`src/fmac_pkg.sv`:
```
package fmac_pkg;

    // Channel count and reading width
    localparam int NUM_CH = 4;
    localparam int RD_W = 16;

    // Register indices on the plain register port
    localparam logic [3:0] REG_CTRL = 4'h0;
    localparam logic [3:0] REG_WARN_LVL = 4'h1;
    localparam logic [3:0] REG_ALARM_LVL = 4'h2;
    localparam logic [3:0] REG_DELAY = 4'h3;
    localparam logic [3:0] REG_AZ_TIME = 4'h4;
    localparam logic [3:0] REG_AZ_LVL = 4'h5;
    localparam logic [3:0] REG_CMD = 4'h6;
    localparam logic [3:0] REG_STATUS = 4'h7;
    localparam logic [3:0] REG_CHMODE = 4'h8;
    localparam logic [3:0] REG_ZOFS0 = 4'h9;

    // CTRL field positions
    localparam int CTRL_LATCH_BIT = 0;
    localparam int CTRL_MASTER_BIT = 1;
    localparam int CTRL_LOCK_BIT = 2;
    localparam int CTRL_FWRX_BIT = 3;
    localparam int CTRL_FWDONE_BIT = 4;

    // CMD field positions (write-one pulses)
    localparam int CMD_GRP_BIT = 0;
    localparam int CMD_RESET_BIT = 1;
    localparam int CMD_LOCK_SET_BIT = 2;
    localparam int CMD_LOCK_CLR_BIT = 3;

    // Reset values and the zero-offset step
    localparam logic [7:0] CTRL_RST = 8'h01;
    localparam logic [RD_W-1:0] WARN_RST = 16'h01f4;
    localparam logic [RD_W-1:0] ALARM_RST = 16'h2328;
    localparam logic [7:0] DELAY_RST_S = 8'h00;
    localparam logic [7:0] AZ_TIME_RST_S = 8'h14;
    localparam logic [RD_W-1:0] AZ_LVL_RST = 16'h0003;
    localparam logic [7:0] ZSTEP = 8'h01;

    // Timing
    localparam int CLK_HZ = 200_000_000;
    localparam int ZERO_SHORT_MS = 1000;
    localparam int MASTER_PULSE_MS = 250;
    localparam int FW_FLASH_MS = 1000;
    localparam int PWR_BLINK_MS = 1000;
    localparam int OK_BLINK_MS = 500;
    localparam int SEC_CYC = CLK_HZ;
    localparam int MS_CYC = CLK_HZ / 1000;

    typedef enum logic [2:0] {
        CH_DIS = 3'b001,
        CH_ENA = 3'b010,
        CH_ALM = 3'b100
    } fmac_chmode_t;

    typedef enum logic [3:0] {
        AZ_IDLE = 4'b0001,
        AZ_RUN = 4'b0010,
        AZ_DONE = 4'b0100,
        AZ_ERR = 4'b1000
    } fmac_az_t;

    typedef struct packed {
        logic ok;
        logic warn;
        logic alarm;
    } fmac_relay_t;

endpackage

```
`src/fmac_top.sv`:
```
// Our own choices: the register offsets and the plain strobed port.
`timescale 1ns/1ps
module fmac_top #(
    parameter int NUM_CH = fmac_pkg::NUM_CH,
    parameter int SEC_CYC = fmac_pkg::SEC_CYC,
    parameter int MS_CYC = fmac_pkg::MS_CYC
) (
    input wire logic CORE_CLK,
    input wire logic RST,
    input wire logic [3:0] ADDR,
    input wire logic [15:0] WDATA,
    input wire logic WR,
    input wire logic RD,
    output logic [15:0] RDATA,
    input wire logic POWER_BUTTON,
    input wire logic GROUP_BUTTON,
    input wire logic SETUP_BUTTON,
    input wire logic EXIT_BUTTON,
    input wire logic TEST_BUTTON,
    input wire logic UP_BUTTON,
    input wire logic DOWN_BUTTON,
    input wire logic PANEL_LOCK_BUTTON,
    input wire logic [NUM_CH-1:0] MODE_BUTTON,
    input wire logic [NUM_CH-1:0] ZERO_BUTTON,
    input wire logic ALARM_RESET_IN,
    input wire logic PSU_FAIL,
    input wire logic [NUM_CH-1:0] PROBE_PRESENT,
    input wire logic [NUM_CH*16-1:0] READING,
    output logic [NUM_CH-1:0] OK_RELAY,
    output logic [NUM_CH-1:0] WARN_RELAY,
    output logic [NUM_CH-1:0] ALARM_RELAY,
    output logic [NUM_CH-1:0] OK_LED,
    output logic [NUM_CH-1:0] WARN_LED,
    output logic [NUM_CH-1:0] ALARM_LED,
    output logic SYS_RELAY,
    output logic PROG_LED,
    output logic LOCK_LED,
    output logic POWER_LED,
    output logic POWER_ON,
    output logic TEST_SHIFT,
    output logic [NUM_CH-1:0] ZERO_ACTIVE,
    output logic [NUM_CH*2-1:0] ZERO_RESULT,
    output logic [NUM_CH*8-1:0] ZERO_COUNTDOWN
);

    // Status word holds up to four channels; the offset read word needs two channels
    if (NUM_CH < 2 || NUM_CH > 4 || SEC_CYC < 2000 || MS_CYC < 2) begin : gparam_chk
        $error("fmac_top: unsupported parameter values");
    end

    localparam int RD_W = fmac_pkg::RD_W;

    ////////////////////////////////////////////////////////////////////////
    // Timebase: ms and second enables, slow toggles

    logic [31:0] ms_cnt_reg;
    logic [31:0] sec_cnt_reg;
    logic ms_tick;
    logic sec_tick;
    logic [15:0] ms_run_reg;

    assign ms_tick = (ms_cnt_reg == 32'(MS_CYC - 1));
    assign sec_tick = (sec_cnt_reg == 32'(SEC_CYC - 1));

    always_ff @(posedge CORE_CLK or posedge RST) begin
        if (RST) begin
            ms_cnt_reg <= 32'h0;
            sec_cnt_reg <= 32'h0;
            ms_run_reg <= 16'h0;
        end else begin
            ms_cnt_reg <= ms_tick ? 32'h0 : ms_cnt_reg + 32'h1;
            sec_cnt_reg <= sec_tick ? 32'h0 : sec_cnt_reg + 32'h1;
            if (ms_tick)
                ms_run_reg <= ms_run_reg + 16'h1;
        end
    end

    // Blink phases derived from one ms counter, so all LEDs stay in step
    logic master_ph;
    logic fw_ph;
    logic pwr_ph;
    logic ok_ph;
    assign master_ph = (ms_run_reg % 16'(2 * fmac_pkg::MASTER_PULSE_MS)) < 16'(fmac_pkg::MASTER_PULSE_MS / 4);
    assign fw_ph = (ms_run_reg % 16'(2 * fmac_pkg::FW_FLASH_MS)) < 16'(fmac_pkg::FW_FLASH_MS);
    assign pwr_ph = (ms_run_reg % 16'(2 * fmac_pkg::PWR_BLINK_MS)) < 16'(fmac_pkg::PWR_BLINK_MS);
    assign ok_ph = (ms_run_reg % 16'(2 * fmac_pkg::OK_BLINK_MS)) < 16'(fmac_pkg::OK_BLINK_MS);

    ////////////////////////////////////////////////////////////////////////
    // Button edges; inputs are synchronous, edges suffice except where TEST_BUTTON and ZERO_BUTTON are used as levels

    logic [7:0] btn_prev_reg;
    logic [7:0] btn_now;
    logic [7:0] btn_rise;
    logic [NUM_CH-1:0] mode_prev_reg;
    logic [NUM_CH-1:0] zero_prev_reg;

    assign btn_now = {PANEL_LOCK_BUTTON, DOWN_BUTTON, UP_BUTTON, TEST_BUTTON,
                      EXIT_BUTTON, SETUP_BUTTON, GROUP_BUTTON, POWER_BUTTON};
    assign btn_rise = btn_now & ~btn_prev_reg;

    logic alarm_reset_prev_reg;
    always_ff @(posedge CORE_CLK or posedge RST) begin
        if (RST) begin
            btn_prev_reg <= 8'h0;
            mode_prev_reg <= '0;
            zero_prev_reg <= '0;
            alarm_reset_prev_reg <= 1'b0;
        end else begin
            btn_prev_reg <= btn_now;
            mode_prev_reg <= MODE_BUTTON;
            zero_prev_reg <= ZERO_BUTTON;
            alarm_reset_prev_reg <= ALARM_RESET_IN;
        end
    end

    ////////////////////////////////////////////////////////////////////////
    // Registers

    logic [7:0] ctrl_reg;
    logic [RD_W-1:0] warn_lvl_reg;
    logic [RD_W-1:0] alarm_lvl_reg;
    logic [7:0] delay_s_reg;
    logic [7:0] az_time_reg;
    logic [RD_W-1:0] az_lvl_reg;
    logic lock_reg;
    logic prog_reg;
    logic fw_pending_reg;
    logic power_reg;
    logic cmd_grp;
    logic cmd_reset;
    logic locked_out;

    assign cmd_grp = WR && ADDR == fmac_pkg::REG_CMD && WDATA[fmac_pkg::CMD_GRP_BIT];
    assign cmd_reset = WR && ADDR == fmac_pkg::REG_CMD && WDATA[fmac_pkg::CMD_RESET_BIT];
    assign locked_out = lock_reg;

    always_ff @(posedge CORE_CLK or posedge RST) begin
        if (RST) begin
            ctrl_reg <= fmac_pkg::CTRL_RST;
            warn_lvl_reg <= fmac_pkg::WARN_RST;
            alarm_lvl_reg <= fmac_pkg::ALARM_RST;
            delay_s_reg <= fmac_pkg::DELAY_RST_S;
            az_time_reg <= fmac_pkg::AZ_TIME_RST_S;
            az_lvl_reg <= fmac_pkg::AZ_LVL_RST;
        end else if (WR) begin
            case (ADDR)
                fmac_pkg::REG_CTRL: ctrl_reg <= WDATA[7:0];
                fmac_pkg::REG_WARN_LVL: warn_lvl_reg <= WDATA;
                fmac_pkg::REG_ALARM_LVL: alarm_lvl_reg <= WDATA;
                fmac_pkg::REG_DELAY: delay_s_reg <= WDATA[7:0];
                fmac_pkg::REG_AZ_TIME: az_time_reg <= WDATA[7:0];
                fmac_pkg::REG_AZ_LVL: az_lvl_reg <= WDATA;
                default: ;
            endcase
        end
    end

    // Panel lock, program mode, power, firmware-update state
    always_ff @(posedge CORE_CLK or posedge RST) begin
        if (RST) begin
            lock_reg <= 1'b0;
            prog_reg <= 1'b0;
            fw_pending_reg <= 1'b0;
            power_reg <= 1'b1;
        end else begin
            if (WR && ADDR == fmac_pkg::REG_CMD && WDATA[fmac_pkg::CMD_LOCK_SET_BIT])
                lock_reg <= 1'b1;
            else if (WR && ADDR == fmac_pkg::REG_CMD && WDATA[fmac_pkg::CMD_LOCK_CLR_BIT])
                lock_reg <= 1'b0;
            else if (btn_rise[7] && prog_reg)
                lock_reg <= ~lock_reg;
            if (btn_rise[2])
                prog_reg <= 1'b1;
            else if (btn_rise[3])
                prog_reg <= 1'b0;
            // Completion wins over a simultaneous receive start
            if (ctrl_reg[fmac_pkg::CTRL_FWDONE_BIT])
                fw_pending_reg <= 1'b0;
            else if (ctrl_reg[fmac_pkg::CTRL_FWRX_BIT])
                fw_pending_reg <= 1'b1;
            if (btn_rise[0])
                power_reg <= ~power_reg;
        end
    end

    ////////////////////////////////////////////////////////////////////////
    // Per-channel logic

    fmac_pkg::fmac_chmode_t mode_reg [NUM_CH];
    fmac_pkg::fmac_relay_t relay_open [NUM_CH];
    logic [NUM_CH-1:0] warn_act;
    logic [NUM_CH-1:0] alarm_act;
    logic [NUM_CH-1:0] ok_open;
    logic [NUM_CH-1:0] ok_led_n;
    logic [NUM_CH*8-1:0] zcount_n;
    logic [7:0] az_show [NUM_CH];
    logic [NUM_CH*8-1:0] zofs_bus;
    logic latching;
    logic ext_reset;

    assign latching = ctrl_reg[fmac_pkg::CTRL_LATCH_BIT];
    assign ext_reset = ALARM_RESET_IN & ~alarm_reset_prev_reg;

    genvar g;
    generate
        for (g = 0; g < NUM_CH; g = g + 1) begin : gch
            logic [RD_W-1:0] rd;
            logic [RD_W-1:0] mag;
            logic at_warn;
            logic at_alarm;
            logic [31:0] wdly_reg;
            logic [31:0] adly_reg;
            logic [31:0] dly_lim;
            logic warn_reg;
            logic alarm_reg;
            logic mode_press;
            logic enabled;
            logic [7:0] zofs_reg;
            fmac_pkg::fmac_az_t az_reg;
            logic [7:0] az_cnt_reg;
            logic [31:0] hold_reg;
            logic az_start;

            assign rd = READING[g*RD_W +: RD_W];
            assign mag = rd[RD_W-1] ? RD_W'(-rd) : rd;
            assign at_warn = mag >= warn_lvl_reg;
            assign at_alarm = mag >= alarm_lvl_reg;
            assign dly_lim = 32'(delay_s_reg) * 32'(SEC_CYC);
            assign mode_press = MODE_BUTTON[g] & ~mode_prev_reg[g] & ~locked_out;
            assign enabled = mode_reg[g] != fmac_pkg::CH_DIS;

            always_ff @(posedge CORE_CLK or posedge RST) begin
                if (RST)
                    mode_reg[g] <= fmac_pkg::CH_ENA;
                else if ((btn_rise[1] && !locked_out) || cmd_grp)
                    mode_reg[g] <= fmac_pkg::CH_DIS;
                else if (mode_press) begin
                    case (mode_reg[g])
                        fmac_pkg::CH_DIS: mode_reg[g] <= fmac_pkg::CH_ENA;
                        fmac_pkg::CH_ENA: mode_reg[g] <= fmac_pkg::CH_ALM;
                        default: mode_reg[g] <= fmac_pkg::CH_DIS;
                    endcase
                end
            end

            // Delay counters restart whenever the level is lost before expiry
            always_ff @(posedge CORE_CLK or posedge RST) begin
                if (RST) begin
                    wdly_reg <= 32'h0;
                    adly_reg <= 32'h0;
                end else begin
                    wdly_reg <= !at_warn ? 32'h0 : (wdly_reg < dly_lim ? wdly_reg + 32'h1 : wdly_reg);
                    adly_reg <= !at_alarm ? 32'h0 : (adly_reg < dly_lim ? adly_reg + 32'h1 : adly_reg);
                end
            end

            always_ff @(posedge CORE_CLK or posedge RST) begin
                if (RST) begin
                    warn_reg <= 1'b0;
                    alarm_reg <= 1'b0;
                end else if (mode_reg[g] != fmac_pkg::CH_ALM) begin
                    warn_reg <= 1'b0;
                    alarm_reg <= 1'b0;
                end else begin
                    if (at_warn && wdly_reg >= dly_lim)
                        warn_reg <= 1'b1;
                    else if (!at_warn)
                        warn_reg <= 1'b0;
                    if (at_alarm && adly_reg >= dly_lim)
                        alarm_reg <= 1'b1;
                    else if (!at_warn && (!latching || cmd_reset || ext_reset))
                        alarm_reg <= 1'b0;
                end
            end

            // Zero offset, auto-zero sequencer
            assign az_start = ~ZERO_BUTTON[g] & zero_prev_reg[g] &
                              (hold_reg < 32'(SEC_CYC)) & ~locked_out;
            always_ff @(posedge CORE_CLK or posedge RST) begin
                if (RST) begin
                    hold_reg <= 32'h0;
                    zofs_reg <= 8'h0;
                    az_reg <= fmac_pkg::AZ_IDLE;
                    az_cnt_reg <= 8'h0;
                end else begin
                    // Saturate so a very long hold never wraps into a short press
                    hold_reg <= ZERO_BUTTON[g] ? (hold_reg < 32'(SEC_CYC) ? hold_reg + 32'h1 : hold_reg) : 32'h0;
                    if (ZERO_BUTTON[g] && !locked_out && btn_rise[5])
                        zofs_reg <= zofs_reg + fmac_pkg::ZSTEP;
                    else if (ZERO_BUTTON[g] && !locked_out && btn_rise[6])
                        zofs_reg <= zofs_reg - fmac_pkg::ZSTEP;
                    case (az_reg)
                        fmac_pkg::AZ_RUN: begin
                            if (mag <= az_lvl_reg)
                                az_reg <= fmac_pkg::AZ_DONE;
                            else if (az_cnt_reg == 8'h0)
                                az_reg <= fmac_pkg::AZ_ERR;
                            else if (sec_tick)
                                az_cnt_reg <= az_cnt_reg - 8'h1;
                        end
                        default: if (az_start) begin
                            az_reg <= fmac_pkg::AZ_RUN;
                            az_cnt_reg <= az_time_reg;
                        end
                    endcase
                end
            end

            assign ok_open[g] = !enabled || !PROBE_PRESENT[g];
            assign relay_open[g].ok = ok_open[g];
            assign relay_open[g].warn = warn_reg;
            assign relay_open[g].alarm = alarm_reg || (enabled && !PROBE_PRESENT[g]);
            assign warn_act[g] = relay_open[g].warn;
            assign alarm_act[g] = relay_open[g].alarm;
            assign ok_led_n[g] = !ok_open[g] && (mode_reg[g] == fmac_pkg::CH_ALM ? ok_ph : 1'b1);
            assign az_show[g] = az_reg == fmac_pkg::AZ_RUN ? az_cnt_reg : 8'h0;
            assign zofs_bus[g*8 +: 8] = zofs_reg;

            always_ff @(posedge CORE_CLK or posedge RST) begin
                if (RST) begin
                    ZERO_ACTIVE[g] <= 1'b0;
                    ZERO_RESULT[g*2 +: 2] <= 2'h0;
                end else begin
                    ZERO_ACTIVE[g] <= az_reg == fmac_pkg::AZ_RUN;
                    ZERO_RESULT[g*2 +: 2] <= {az_reg == fmac_pkg::AZ_ERR, az_reg == fmac_pkg::AZ_DONE};
                end
            end
        end
    endgenerate

    // Neighbour on the right shows a countdown; the last channel looks left, so one display may serve two
    always_comb begin
        int tgt;
        tgt = 0;
        zcount_n = '0;
        for (int i = 0; i < NUM_CH; i++) begin
            tgt = (i == NUM_CH - 1) ? i - 1 : i + 1;
            zcount_n[tgt*8 +: 8] = zcount_n[tgt*8 +: 8] | az_show[i];
        end
    end

    ////////////////////////////////////////////////////////////////////////
    // Output flops; relays drive high when energized (closed)

    always_ff @(posedge CORE_CLK or posedge RST) begin
        if (RST) begin
            OK_RELAY <= '0;
            WARN_RELAY <= '0;
            ALARM_RELAY <= '0;
            OK_LED <= '0;
            WARN_LED <= '0;
            ALARM_LED <= '0;
            SYS_RELAY <= 1'b0;
            PROG_LED <= 1'b0;
            LOCK_LED <= 1'b0;
            POWER_LED <= 1'b0;
            POWER_ON <= 1'b0;
            TEST_SHIFT <= 1'b0;
            ZERO_COUNTDOWN <= '0;
        end else begin
            OK_RELAY <= ~ok_open;
            WARN_RELAY <= ~warn_act;
            ALARM_RELAY <= ~alarm_act;
            OK_LED <= ok_led_n;
            WARN_LED <= warn_act;
            ALARM_LED <= alarm_act;
            SYS_RELAY <= ~(|alarm_act || PSU_FAIL);
            if (prog_reg)
                PROG_LED <= 1'b1;
            else if (fw_pending_reg || ctrl_reg[fmac_pkg::CTRL_FWRX_BIT])
                PROG_LED <= fw_ph;
            else
                PROG_LED <= ctrl_reg[fmac_pkg::CTRL_MASTER_BIT] && master_ph;
            LOCK_LED <= lock_reg;
            POWER_LED <= PSU_FAIL ? pwr_ph : 1'b1;
            POWER_ON <= power_reg;
            TEST_SHIFT <= TEST_BUTTON && !locked_out;
            ZERO_COUNTDOWN <= zcount_n;
        end
    end

    ////////////////////////////////////////////////////////////////////////
    // Read port: data one cycle after the strobe, zero otherwise

    logic [15:0] chmode_bits;
    always_comb begin
        chmode_bits = 16'h0;
        for (int i = 0; i < NUM_CH; i++)
            chmode_bits[i*3 +: 3] = mode_reg[i];
    end

    always_ff @(posedge CORE_CLK or posedge RST) begin
        if (RST)
            RDATA <= 16'h0;
        else if (RD) begin
            case (ADDR)
                fmac_pkg::REG_CTRL: RDATA <= {8'h0, ctrl_reg};
                fmac_pkg::REG_WARN_LVL: RDATA <= warn_lvl_reg;
                fmac_pkg::REG_ALARM_LVL: RDATA <= alarm_lvl_reg;
                fmac_pkg::REG_DELAY: RDATA <= {8'h0, delay_s_reg};
                fmac_pkg::REG_AZ_TIME: RDATA <= {8'h0, az_time_reg};
                fmac_pkg::REG_AZ_LVL: RDATA <= az_lvl_reg;
                fmac_pkg::REG_STATUS: RDATA <= {2'h0, fw_pending_reg, prog_reg, lock_reg,
                                                 PSU_FAIL, 2'h0, 4'(alarm_act), 4'(warn_act)};
                fmac_pkg::REG_CHMODE: RDATA <= chmode_bits;
                fmac_pkg::REG_ZOFS0: RDATA <= zofs_bus[15:0];
                default: RDATA <= 16'h0;
            endcase
        end else
            RDATA <= 16'h0;
    end

endmodule

```
`config.mk`:
```
export PLATFORM = sky130hd
export DESIGN_NAME = fmac_top
export DESIGN_NICKNAME = d
export VERILOG_FILES = /design/src/fmac_pkg.sv /design/src/fmac_top.sv
export SDC_FILE = /design/constraint.sdc
export NUM_CORES = 2
export LEC_CHECK = 0
export BUFFER_PORTS_ARGS = -buffer_cell sky130_fd_sc_hd__clkbuf_2
export CAP_MARGIN = 10
export CORE_UTILIZATION = 40
export CTS_CLUSTER_DIAMETER = 80
export DETAILED_ROUTE_END_ITERATION = 8
export GPL_TIMING_DRIVEN = 0
export SLEW_MARGIN = 10
export SYNTH_ARGS = -nofsm -noshare
export SYNTH_HDL_FRONTEND = slang
export SYNTH_SLANG_ARGS = --single-unit
export TNS_END_PERCENT = 10
```
`constraint.sdc`:
```
create_clock -name CORE_CLK -period 19.5 [get_ports CORE_CLK]
set_clock_uncertainty 0.2 [all_clocks]
set_input_delay 0 -clock CORE_CLK [delete_from_list [all_inputs] [get_ports CORE_CLK]]
set_output_delay 0 -clock CORE_CLK [all_outputs]
set_load 0.02 [all_outputs]
```
* Word level (Yosys, flattened, before mapping)
Cells that the tools add are included.
Storage, ports and cells: ROM bits 0, bits in registers 723, bits in writable memories 0, memories kept 0, output and inout bits 90, latch bits 0
Operators by class: divide/modulo/power cells 3, bitwise logic cells 39, magnitude comparators 35, multipliers 1, mux-type cells 126, shift operators 0, reduce and logical (&&, ||, !) cells 103, add/subtract/negate cells 27, equal/unequal tests 75
Operator list (number):
- two-way mux 32 bit | 26
- adder 32 x 1 -> 32 bit (second input constant) | 14
- >= comparator 32 bit | 8
- less-than comparator 32 bit | 8
- two-way mux 8 bit | 28
- case mux 16 bit (9 select lines) | 1
- >= comparator 16 bit | 8
- less-than comparator 32 x 28 -> 1 bit (second input constant) | 4
- two-way mux 16 bit | 5
- <= comparator 16 bit | 4
- two-way mux 4 bit | 16
- negator 16 bit | 4
- subtractor 8 x 1 -> 8 bit (second input constant) | 6
- two-way mux 1 bit | 38
- logical AND 1 bit | 35
- equality test 32 x 18 -> 1 bit (second input constant) | 1
- equality test 32 x 28 -> 1 bit (second input constant) | 1
- equality test 4 x 3 -> 1 bit (second input constant) | 8
- logical NOT 8 bit | 4
- equality test 4 x 2 -> 1 bit (second input constant) | 6
- equality test 4 bit (second input constant) | 6
- two-way mux 3 bit | 8
- inequality test 2 x 1 -> 1 bit (second input constant) | 12
- inequality test 2 bit (second input constant) | 12
- other kinds (30) | 146

* Logic depth before layout (Yosys ltp)
word-level depth 9, gate-level depth with buffers 38

* Least setup slack after synthesis
OpenSTA, ideal clock, no wires.
path kind register to register, start point reg delay_s_reg[5], end point reg gch[1].adly_reg[31], data required time 19.168 ns, arrival time 7.257 ns, path slack 11.912 ns, stages on the path, launching flop included 34, path buffers 0, setup time 0.132 ns, clock period less this slack 7.588 ns, cells stage by stage dfrtp_1 fa_1 inv_1 fa_1 fa_1 inv_1 fa_1 ha_1 nor2b_1 nor2_1 nor2_1 o21ai_0 nand2b_1 a21oi_1 o21bai_1 a21oi_1 o21bai_1 a21oi_1 o21bai_1 a21oi_1 xnor2_1 ha_1 nand4_1 nor4_1 o21ai_0 o211ai_1 nor2_1 and4_1 and2_1 nand2_1 nor4_1 nand4_1 xor2_1 nor2_1
Between the ends: longest elaborated chain between the ends 3
Ends and longest elaborated chain:
- from (decl) | RTL line fmac_top.sv:122 | logic [7:0] delay_s_reg;
- from (signal assigned) | RTL line fmac_top.sv:142 | delay_s_reg <= fmac_pkg::DELAY_RST_S;
- from (signal assigned) | RTL line fmac_top.sv:150 | fmac_pkg::REG_DELAY: delay_s_reg <= WDATA[7:0];
- multiplier 8 x 19 -> 23 bit | RTL line fmac_top.sv:228 | assign dly_lim = 32'(delay_s_reg) * 32'(SEC_CYC);
- less-than comparator 32 bit | RTL line fmac_top.sv:253 | adly_reg <= !at_alarm ? 32'h0 : (adly_reg < dly_lim ? adly_reg + 32'h1 : adly_reg);
- inequality test 2 x 1 -> 1 bit (no line)
- to (signal assigned) | RTL line fmac_top.sv:253
- to (decl) | RTL line fmac_top.sv:212 | logic [31:0] adly_reg;
Every way passes these cells. A chain may end at the register's enable or synchronous reset.

* Final worst setup path
start point reg delay_s_reg[0], end point reg gch[1].adly_reg[31]
Same word-level chain as after synthesis.

==> run metrics <==
status=finished with violations; failing checks=design-rule violations; Global Route Usage Sum=0.219; post-synthesis cell type count=108; worst vdd ir=roughly 550 uV; Area Overhead vs Synth=15.9%; Sink Count=a little over 700; Post-DP HPWL=95.9 mm; Worst setup SP type=flop; worst r2r src=delay_s_reg[0]$_DFFE_PP0P_; clk slew on worst S/H paths=roughly 70 ps; number of global-route vias before repair=approximately 36000; via/cell ratio=approximately 5.4; final critical-path share of the clock period=0.504; CP peak stage delay=between 900 and 1000 ps; CTS tree=built; reg2reg setup slack=9660 ps; Lkg Pwr=around 25 nW; Worst Max-Slew Pin Slew=1430 ps; CTS max path bufs=3; first-pass GRT wire length=204 mm; hold path depth=2; sequential fraction of the synthesis area=0.390; Fin. Hold Viols=0; H-tree depth=3; routed length per instance=18.8 um; Die X=342 um; global route hottest layer=met2; Skew-Pair Late Insertion Delay=approximately 680 ps; Synth Flop Type=dfrtp_1; FF+latch count, synth=722; met1 usage=0.307; final setup vio count=0; CP arrival=~10000 ps; Async S/R FF share, synth=1.00; met2 usage=0.348; Max-Cap Viols=0; Avg Cell Area, Syn=9.52 um^2; max-slew violation count=0; TNS Setup=0 ps; total CTS buffers=85; GP Congestion=0.936; Post-Route Utilization=0.469; initial antenna violation count=5; pre-CTS setup slack=around 9700 ps; Initial Utilization=0.404; critical path fanouts, max=17; Pre-antenna DRT Iters=9; slew margin rel.=0.0458; # IOs=200; routed vias=37086; cell area after synthesis=46400 um^2; Slowest-stage cell, CP=nor4_1; number of flops mapped to enable cells by yosys=0; FMAX=approximately 0.1 GHz; Min-Delay Startpoint=ZERO_BUTTON[1]; layout cell share with drive strength beyond 1=0.101; Cells after Synth=4868; DRC errors left=57; Final #Nets=5873; root buffer cell=clkbuf_16; Core Region=115000 um^2; fin worst setup slack=9660 ps; I/O Buffers=189; Die Area=117000 um^2; RSZ-0062 raised after global routing=false; yosys warns=0; CTS resizes=0; CP startpoint=delay_s_reg[0]$_DFFE_PP0P_; Crit. End Element=flop; placed cell area=49900 um^2; total power density per cell area=175 nW/um^2; Required @ worst endpoint=just under 20000 ps; kind of critical path=flop to flop; Antenna Nets Post-Route=0; Worst Hold End=zero_prev_reg[1]$_DFF_PP0_; total wire length=128 mm; chip height=roughly 340 um; HP Class=primary input to flop; row cnt=124; Overflow after GRT=0; R2R depth=33; largest net degree at the start of global routing=38; Hold WS=16.8 ps; final instance area=53700 um^2; GR Util met3=0.0348; cell with the most instances on the worst path=a21oi_1; post-layout min period=roughly 10000 ps; Crit Reg-Reg Endpoint=gch[1].adly_reg[31]$_DFFE_PP0P_; drt first-iter violations=2605
==> stage by stage <==
| step | total power [mW] | instances |
|---|---|---|
| after floorplan | 5.25 | 4875 |
| after global placement | 7.08 | 6576 |
| final | 9.42 | 6842 |
| after detailed placement | 7.63 | 6607 |
| after global routing | 10.2 | 6840 |
| after CTS | 9.47 | 6840 |
==> worst max-delay path: cells and delay by family, from the launching register on <==
kind | cells | cell delay (ps)
simple gates | 11 | 2860
compound gates | 13 | 2430
buf+inv | 2 | 170
flops | 1 | 850
fa+ha+maj | 5 | 2250
xor+xnor | 2 | 880
==> power breakdown <==
part           leakage, nW  switching (mW)  total [mW]  internal (mW)
combinational         13.7            3.69        5.83           2.13
sequential            9.59           0.185        1.86           1.67
clock                 1.48           0.685        1.73           1.05
total                 24.8            4.56        9.42           4.85
==> final cells by class <==
class	instances	area, um^2
Antenna cell	2	5.00
Buffer	133	569
Clock buffer	122	2460
Clock inverter	33	591
Fill cell	10822	60900
Inverter	235	886
Multi-Input combinational cell	3785	27000
Sequential cell	722	18100
Tap cell	1512	1890
Timing Repair Buffer	298	2290
==> cell usage after synthesis, drive strengths merged (71+ instances only) <==
cell type  count  area, um^2
and3          75         474
and2         126         788
nor3          71         360
nand2        367        1380
xnor2        278        2430
dfrtp        697       17400
ha           461        5770
clkbuf       102         383
nand3        175         876
a21oi        210        1060
inv          233         875
a21o         140        1050
nand4        150         945
o21ai        204        1020
xor2         211        1870
nor2b         99         619
mux2          71         803
nand2b        82         513
nor2         500        1890
==> routing by layer <==
metal	wire (um)	share of wire	up-vias
li1	-	-	17893
met1	59800	0.47	18083
met2	57900	0.45	916
met3	7340	0.057	190
met4	3420	0.027	4
met5	27	0.00021	-
==> cells by family after synthesis <==
group                    after synthesis  synth area share
AND/OR/NAND/NOR                     1856             0.203
AO/OA/AOI/OAI                        839             0.118
flip-flops                           722             0.390
adder cells (fa/ha/maj)              504             0.143
XOR/XNOR                             489            0.0928
buffers and inverters                368            0.0313
multiplexers                          89            0.0212
other                                  1         0.0000809
==> how the worst max path moves through the flow <==
stage                                      end  slack (ps)  cells after the start
2_1_floorplan           ALARM_LED[0]$_DFF_PP0_        9430                      1
3_3_place_gp   gch[2].hold_reg[31]$_DFFE_PP0P_        4620                      2
3_5_place_dp   gch[1].adly_reg[31]$_DFFE_PP0P_        9720                     33
4_1_cts        gch[1].adly_reg[31]$_DFFE_PP0P_        9640                     33
5_1_grt        gch[3].adly_reg[31]$_DFFE_PP0P_        8860                     34
6_report       gch[1].adly_reg[31]$_DFFE_PP0P_        9660                     33
==> cells in the final DEF (no fill, tap or decap), types with 33 or more instances in the layout <==
cell and n:
dlygate4sd3_1 78, nand3_1 175, or3_1 45, nand2_1 367
nand4_1 149, ha_1 461, nor2b_1 99, a21oi_1 206
clkbuf_16 86, inv_1 231, and2_1 126, mux2_2 68
clkbuf_1 121, clkbuf_2 189, a21o_1 140, xnor2_1 267
xor2_1 208, fa_1 42, and3_1 74, dfrtp_1 696
nor4_1 33, and4_1 34, o21ai_0 199, nor2_1 498
nor3_1 70, nand2b_1 82
==> what timing repair did <==
| action | 4_1_cts | 5_1_grt |
|---|---|---|
| buffers inserted | 0 | 0 |
| hold buffers | 78 | 0 |
| endpoints found under the hold margin | 572 | 0 |
Note: power is estimated with default switching activity, not from simulation.
